==> config.mk <==
export PLATFORM = sky130hd
export DESIGN_NAME = pds_phy_duplex_status
export DESIGN_NICKNAME = d
export VERILOG_FILES = /design/src/design/pds_pkg.sv /design/src/design/pds_phy_duplex_status.sv
export VERILOG_INCLUDE_DIRS = /design/src /design/src/design
export SDC_FILE = /design/constraint.sdc
export NUM_CORES = 1
export LEC_CHECK = 0
export BUFFER_PORTS_ARGS = -buffer_cell sky130_fd_sc_hd__clkbuf_2
export CAP_MARGIN = 20
export CORE_MARGIN = 10
export CORE_UTILIZATION = 39
export CTS_CLUSTER_SIZE = 30
export DETAILED_ROUTE_END_ITERATION = 16
export GPL_ROUTABILITY_DRIVEN = 0
export GPL_TIMING_DRIVEN = 1
export MAX_ROUTING_LAYER = met4
export PLACE_DENSITY = 0.65
export SETUP_SLACK_MARGIN = 0.2
export SYNTH_ARGS = -nofsm -noshare
export SYNTH_HDL_FRONTEND = slang
export SYNTH_SLANG_ARGS = --single-unit
==> constraint.sdc <==
create_clock -name clk -period 3.05 [get_ports clk]
set_clock_uncertainty 0.15 [all_clocks]
set_input_delay 0 -clock clk [delete_from_list [all_inputs] [get_ports clk]]
set_output_delay 0 -clock clk [all_outputs]
set_load 0.02 [all_outputs]
==> src/design/pds_regs.svh <==
`ifndef PDS_REGS_SVH
`define PDS_REGS_SVH

// ************************************************
// Register addresses
// ************************************************
`define PDS_CTRL_ADDR 5'h00
`define PDS_STAT_ADDR 5'h01

// ************************************************
// Control register fields
// ************************************************
`define PDS_CTRL_RESET 15
`define PDS_CTRL_LOOPBACK 14
`define PDS_CTRL_AN_EN 12
`define PDS_CTRL_DUPLEX 8
`define PDS_CTRL_COL_TEST 7
`define PDS_CTRL_RSVD_HI 6
`define PDS_CTRL_RSVD_LO 0

// ************************************************
// Status register fields
// ************************************************
`define PDS_STAT_T4 15
`define PDS_STAT_CAP_HI 14
`define PDS_STAT_CAP_LO 7
`define PDS_STAT_PRE_SUP 6
`define PDS_STAT_AN_CPLT 5
`define PDS_STAT_RFAULT 4
`define PDS_STAT_AN_ABLE 3
`define PDS_STAT_LINK 2
`define PDS_STAT_JABBER 1
`define PDS_STAT_EXT 0

// ************************************************
// Reset values
// ************************************************
`define PDS_CAP_RST 8'hf0
`define PDS_WORD_ZERO 16'h0000
`define PDS_LOOPBACK_DUPLEX 1'b1

// ************************************************
// Timing
// ************************************************
`define PDS_CLK_PERIOD_NS 5
`define PDS_BIT_TIME_NS 100
`define PDS_COL_ON_BITS 512
`define PDS_COL_OFF_BITS 4

`endif

==> src/design/pds_pkg.sv <==
package pds_pkg;

  typedef struct packed {
    logic valid;
    logic write;
    logic [4:0] addr;
    logic [15:0] wdata;
  } pds_mgmt_req_t;

  typedef struct packed {
    logic loopback;
    logic an_en;
    logic duplex;
    logic col_test;
    logic [7:0] cap;
    logic an_cplt;
    logic rfault;
    logic jabber;
    logic link;
    logic col;
    logic full_duplex;
    logic [15:0] rd_data;
    logic rd_valid;
  } pds_state_t;

endpackage

==> src/design/pds_phy_duplex_status.sv <==
`timescale 1ns/1ps
`include "pds_regs.svh"
// Functional notes
// - Hardware mode takes duplex from select pin
// - Duplex status shows active link duplex
// - Software mode: negotiated duplex used when negotiation enabled
// - Software mode: control bit picks duplex
// - Loopback ignores the duplex control bit
// - Collision test off: COL not following TXEN
// - Collision test works even in loopback
// - COL rises within 512 bit times
// - COL falls within 4 bit times
// - Reserved control bits read zero
// - Status register 16 bits, defaults on reset
// - Four-pair capability bit reads zero
// - Capability bits reset to 8'hf0, override writable
// - Override enable gates capability writes
// - Negotiation complete latches high until read
// - Remote fault latches high until read
// - Latched bit holds until register read
module pds_phy_duplex_status import pds_pkg::*; #(
  parameter int COL_ON_CYC =
    (`PDS_COL_ON_BITS * `PDS_BIT_TIME_NS) / `PDS_CLK_PERIOD_NS
) (
  // Clock and reset
  input wire logic clk,
  input wire logic rst_b,
  // Decoded management frames
  input wire pds_mgmt_req_t mgmt_req,
  output logic [15:0] rd_data,
  output logic rd_valid,
  // Configuration pins
  input wire logic config_source_pin,
  input wire logic duplex_select_pin,
  input wire logic auto_neg_select_pin,
  input wire logic override_writable_en,
  // Line side status
  input wire logic an_done,
  input wire logic an_full_duplex,
  input wire logic remote_fault_in,
  input wire logic link_up,
  input wire logic jabber_in,
  // MII collision path
  input wire logic txen,
  input wire logic col_detect,
  output logic col,
  // Mode outputs
  output logic full_duplex,
  output logic duplex_status,
  output logic loopback_en,
  output logic auto_neg_en
);

  localparam int COL_OFF_CYC =
    (`PDS_COL_OFF_BITS * `PDS_BIT_TIME_NS) / `PDS_CLK_PERIOD_NS;

  localparam pds_state_t RST_STATE = '{
    loopback: 1'b0, an_en: 1'b0, duplex: 1'b0, col_test: 1'b0,
    cap: `PDS_CAP_RST, an_cplt: 1'b0, rfault: 1'b0, jabber: 1'b0,
    link: 1'b0, col: 1'b0, full_duplex: 1'b0,
    rd_data: `PDS_WORD_ZERO, rd_valid: 1'b0};

  pds_state_t s_reg;
  pds_state_t s_next;
  logic an_active;
  logic rd_stat;
  logic wr_ctrl;
  logic wr_stat;

  // ************************************************
  // Register words
  // ************************************************
  function automatic logic [15:0] ctrl_word(input pds_state_t s);
    logic [15:0] w;
    w = `PDS_WORD_ZERO;
    w[`PDS_CTRL_LOOPBACK] = s.loopback;
    w[`PDS_CTRL_AN_EN] = s.an_en;
    w[`PDS_CTRL_DUPLEX] = s.duplex;
    w[`PDS_CTRL_COL_TEST] = s.col_test;
    return w;
  endfunction

  function automatic logic [15:0] stat_word(input pds_state_t s);
    logic [15:0] w;
    w = `PDS_WORD_ZERO;
    w[`PDS_STAT_T4] = 1'b0;
    w[`PDS_STAT_CAP_HI:`PDS_STAT_CAP_LO] = s.cap;
    w[`PDS_STAT_AN_CPLT] = s.an_cplt;
    w[`PDS_STAT_RFAULT] = s.rfault;
    w[`PDS_STAT_AN_ABLE] = 1'b1;
    w[`PDS_STAT_LINK] = s.link;
    w[`PDS_STAT_JABBER] = s.jabber;
    w[`PDS_STAT_EXT] = 1'b1;
    return w;
  endfunction

  // ************************************************
  // Next state
  // ************************************************
  assign an_active = config_source_pin ? s_reg.an_en : auto_neg_select_pin;
  assign rd_stat = mgmt_req.valid && !mgmt_req.write &&
    mgmt_req.addr == `PDS_STAT_ADDR;
  assign wr_ctrl = mgmt_req.valid && mgmt_req.write &&
    mgmt_req.addr == `PDS_CTRL_ADDR;
  assign wr_stat = mgmt_req.valid && mgmt_req.write &&
    mgmt_req.addr == `PDS_STAT_ADDR;

  always_comb begin
    s_next = s_reg;
    s_next.rd_valid = 1'b0;
    // Read answers carry the latched values before the read clears them
    if (mgmt_req.valid && !mgmt_req.write) begin
      s_next.rd_valid = 1'b1;
      case (mgmt_req.addr)
        `PDS_CTRL_ADDR: s_next.rd_data = ctrl_word(s_reg);
        `PDS_STAT_ADDR: s_next.rd_data = stat_word(s_reg);
        default: s_next.rd_data = `PDS_WORD_ZERO;
      endcase
    end
    // A new event in the read cycle wins over the clear
    s_next.an_cplt = (an_done && an_active) ||
      (s_reg.an_cplt && !rd_stat);
    s_next.rfault = remote_fault_in ||
      (s_reg.rfault && !rd_stat);
    s_next.jabber = jabber_in || (s_reg.jabber && !rd_stat);
    s_next.link = link_up && (s_reg.link || rd_stat);
    if (wr_ctrl) begin
      s_next.loopback = mgmt_req.wdata[`PDS_CTRL_LOOPBACK];
      s_next.an_en = mgmt_req.wdata[`PDS_CTRL_AN_EN];
      s_next.duplex = mgmt_req.wdata[`PDS_CTRL_DUPLEX];
      s_next.col_test = mgmt_req.wdata[`PDS_CTRL_COL_TEST];
    end
    if (wr_stat && override_writable_en) begin
      s_next.cap =
        mgmt_req.wdata[`PDS_STAT_CAP_HI:`PDS_STAT_CAP_LO];
    end
    // Duplex selection
    if (!config_source_pin) begin
      s_next.full_duplex = duplex_select_pin;
    end else if (s_reg.an_en) begin
      s_next.full_duplex = an_full_duplex;
    end else if (s_reg.loopback) begin
      s_next.full_duplex = `PDS_LOOPBACK_DUPLEX;
    end else begin
      s_next.full_duplex = s_reg.duplex;
    end
    // Collision test tracks TXEN one cycle late, far inside both limits
    if (s_reg.col_test) begin
      s_next.col = txen;
    end else begin
      s_next.col = col_detect && !s_reg.loopback;
    end
    // Soft reset self-clears: defaults load in one cycle
    if (wr_ctrl && mgmt_req.wdata[`PDS_CTRL_RESET]) begin
      s_next = RST_STATE;
    end
  end

  always_ff @(posedge clk or negedge rst_b) begin
    if (!rst_b) begin
      s_reg <= RST_STATE;
    end else begin
      s_reg <= s_next;
    end
  end

  assign rd_data = s_reg.rd_data;
  assign rd_valid = s_reg.rd_valid;
  assign col = s_reg.col;
  assign full_duplex = s_reg.full_duplex;
  assign duplex_status = s_reg.full_duplex;
  assign loopback_en = s_reg.loopback;
  assign auto_neg_en = an_active;

  localparam int COL_ON_BOUND = 2;
  localparam int COL_OFF_BOUND = 2;
endmodule

== After elaboration in Yosys (flattened, before gate mapping) ==
Index checks and enable logic that the tools add are counted.
Storage, ports and cells
  RAM bits: 0
  output and inout bits: 22
  register bits after elaboration: 35
  latch bits: 0
  memories kept: 0
  word-level logic and storage cells: 48
  memory bits (read-only): 0
Operators by class
  reduce and logical (&&, ||, !) cells: 24
  add/subtract/negate cells: 0
  mux-type cells: 10
  eq/ne operators: 1
  shifts and indexed selects: 0
  div/mod/pow operators: 0
  order comparisons: 0
  bitwise operators: 0
  multipliers: 0
Operators by type and width (count)
  2-to-1 mux 35 bit: 1
  one-hot mux 15 bit (2 select lines): 1
  2-to-1 mux 17 bit: 1
  logical AND 1 bit: 13
  2-to-1 mux 8 bit: 1
  nonzero test 2 bit: 3
  equality test 5 x 1 -> 1 bit, second input constant: 1
  logical NOT 5 bit: 1
  2-to-1 mux 1 bit: 5
  logical OR 1 bit: 4
  2-to-1 mux 4 bit: 1
  logical NOT 1 bit: 3

== Logic depth before layout (Yosys ltp) ==
  depth after elaboration: 7
  mapped depth: 5

== Worst setup path after synthesis ==
OpenSTA, ideal clock, no wires.
  kind: input to register
  from: in mgmt_req[17] in the netlist's numbering
  to: reg s_reg, in the netlist loopback_en
  cell stages on the path: 3
  buffers on the path: 0
  data arrival time: 1.286 ns
  data required time: 2.775 ns
  slack: 1.490 ns
  path through: or4_4 nor3_1 mux2_2
Between the ends
  longest elaborated chain between the ends: 4
RTL lines
  from (decl): RTL line pds_phy_duplex_status.sv:29  | input wire pds_mgmt_req_t mgmt_req,
  logical NOT 5 bit (*)
  logical AND 1 bit (no line) (*)
  logical AND 1 bit: RTL line pds_phy_duplex_status.sv:154  | if (wr_ctrl && mgmt_req.wdata[`PDS_CTRL_RESET]) begin
  2-to-1 mux 35 bit / nonzero test 2 bit (equally long branches)
  to (signal assigned): RTL line pds_phy_duplex_status.sv:163  | s_reg <= s_next;
  to (decl): RTL line pds_phy_duplex_status.sv:63  | pds_state_t s_reg;
Mark *: on every way between the ends. The rest lies on a longest branch, timed or not.
A chain may end at the register's enable or synchronous reset.

==> flow_summary.toml <==
[synth]
synth_cell_types = 34
synth_seq_cells = 32
yosys_warnings = 0
ys_seq_area_frac = 0.546
syn_inst = 122
syn_avg_cell_area_sq_um = 12.1
syn_area_sq_um = 1480

[clock_tree]
cts_tree = "yes"
clk_pin_slew_ns = 0.06
clkLatencyLatePin_ns = 0.27
h-tree-depth = 2
clockBufferDepth = 2
cts_setup_buffers = 0
cts-root-buf = "clkbuf_8"
cts_hold_buf = 23
cts-resized-gates = 0
cts_sinks = 32
cts_made_buffers = 5

[floorplan]
initial_core_util = 0.403
row_count = 22
ioPinCount = 58
coreArea_sq_um = 3660
die_width_um = 81.5
fp.dieH_um = 81.5
die-area_sq_um = 6650

[place]
place_hpwl_um = 2690
io_buffers = 48

[setup_path]
reg2reg_slack_ns = 1.32
worstReg2RegEnd = "duplex_status"
crit_type = "in2reg"
critPathMaxFanout = 11
cp_data_required_time_ns = 3.05
end_kind = "flop"
crit_path_start_kind = "primary input"
r2r_cells = 3
worst_r2r_startpoint = "s_reg[33]"
worstPathArrival_ns = 2.17

[power]
power_frac_comb = 0.144
p_sw_frac = 0.233
worst_ir_drop_vdd_uv = 238
p_leak_nw = 0.958
finalPower_mw = 0.928
power-per-cell-area_nw_per_um2 = 473
pwr-share-seq = 0.514
p_sw_mw = 0.216
cell_internal_pwr_mw = 0.712
p_clk_frac = 0.343

[drt]
wl_per_cell_um = 14.9
drt_iter0_drc = 67
via_per_inst = 4.98
vias = 1151
ant_nets = 0
dr.pass1.iters = 4
drc_errors = 0
wl_um = 3450

[global_routing]
grtUsageTotal = 0.114
overflow = 0
grt_max_degree = 33
grt_pass1_wl_um = 5780
antenna_found_initial = 0
grt_pass1_vias = 1203

[final_layout]
area_growth_pct = 32.8
largest_reg_flops = 15
final_nets = 218
layout_commonest_cell = "clkbuf_2"
drive_gt1_frac = 0.372
fin_util = 0.536
num_antenna_cells = 0
final_cell_mix = "clkbuf_2, dfrtp_1, dlygate4sd3_1"
filler_cell_count = 337

[sta]
setup_viol = 0
tns_ns = 0
drv_slew = 0
finalHoldViolCount = 0
fmax_mhz = 462
tightest_slew_ns = 0.759
fin_crit_sh = 0.710
rsz0062_at_grt = "no"
period_minus_slack_ns = 2.17
max-slew-margin-rel = 0.494

[run_status]
status = "finished clean"

[min_path]
min-delay-path-class = "in2reg"
min_from = "auto_neg_select_pin"
hold_end = "s_reg[22]"
hold_path_depth = 4

[run]
maxCapViolCount = 0
-- worst max-delay path by stage --
| stage | startpoint | to | slack [ns] | cells after the start |
|---|---|---|---|---|
| finish | mgmt_req[18] | duplex_status | 0.88 | 6 |
| CTS | mgmt_req[18] | duplex_status | 0.91 | 6 |
| global placement | mgmt_req[17] | s_reg[33] | 1.20 | 4 |
| floorplan | mgmt_req[17] | loopback_en | 1.49 | 3 |
| global route | mgmt_req[18] | duplex_status | 0.80 | 6 |
| detailed placement | mgmt_req[17] | loopback_en | 1.08 | 4 |
-- worst max-delay path, stage by stage --
cell	delay, ns
dlygate4sd3_1	0.53
clkbuf_2	0.11
or4_4	0.50
nor3_2	0.39
a21oi_1	0.06
dlygate4sd3_1	0.57
-- final cells by class --
cell class | count | area [sq um] | share of cell area
tap | 48 | 60.1 | 0.0306
multi-input combinational | 68 | 515 | 0.263
inverter | 3 | 11.3 | 0.00574
timing repair buffer | 72 | 478 | 0.244
clock buffer | 8 | 90.1 | 0.0459
sequential | 32 | 806 | 0.411
-- cell families after synthesis --
family | Yosys count | share of synthesized area
buf+inv | 23 | 0.108
simple gates | 23 | 0.100
mux | 9 | 0.0653
other cells | 1 | 0.00254
compound gates | 34 | 0.179
flops | 32 | 0.546
-- power groups by stage --
stage	clock network [mW]	registers (mW)	logic, mW
floorplan	0	0.485	0.0639
global placement	0	0.482	0.105
detailed placement	0	0.484	0.109
CTS	0.330	0.476	0.134
global route	0.355	0.480	0.148
finish	0.318	0.477	0.133
-- cells in the mapped netlist --
cell type	n	area share
a41oi_1	1	0.0059
nor2_2	1	0.0042
nor2_1	1	0.0025
conb_1	1	0.0025
a22o_1	12	0.071
nor3_2	1	0.0068
mux2_2	5	0.038
nor3b_1	1	0.0051
a21o_1	1	0.0051
nor4_1	1	0.0042
clkbuf_1	1	0.0025
buf_6	1	0.0076
nor2b_1	5	0.021
o22a_1	4	0.024
inv_1	3	0.0076
a211oi_1	1	0.0051
buf_4	17	0.086
a21oi_1	5	0.017
or4_4	1	0.0076
nand2_1	4	0.010
o2bb2ai_1	4	0.024
nand2b_1	3	0.013
o311ai_0	1	0.0059
a211o_1	1	0.0059
dfstp_2	4	0.071
or3_4	1	0.0076
o21ai_0	3	0.010
dfrtp_1	28	0.47
nor3_1	2	0.0068
nand3b_1	1	0.0051
mux2i_1	4	0.027
buf_2	1	0.0034
o21bai_1	1	0.0051
and3b_1	1	0.0059
-- through the flow --
stage               hold slack, ns  setup WS, ns  instances  instance area, sq um
floorplan                   -0.446          1.49        123                  1480
global placement           -0.0534          1.20        199                  1630
finish                      0.0242         0.884        231                  1960
global route                0.0322         0.805        231                  1960
CTS                         0.0211         0.911        230                  1950
detailed placement         -0.0410          1.08        199                  1630
-- metal layers --
layer / part of all wire / GRT usage / up-vias
met5: 0 / - / -
met4: 0.0055 / 0.0208 / 0
met3: 0.11 / 0.0557 / 4
met2: 0.46 / 0.177 / 41
met1: 0.42 / 0.132 / 559
li1: - / - / 547
No activity file was read; power rests on OpenSTA's default activity.
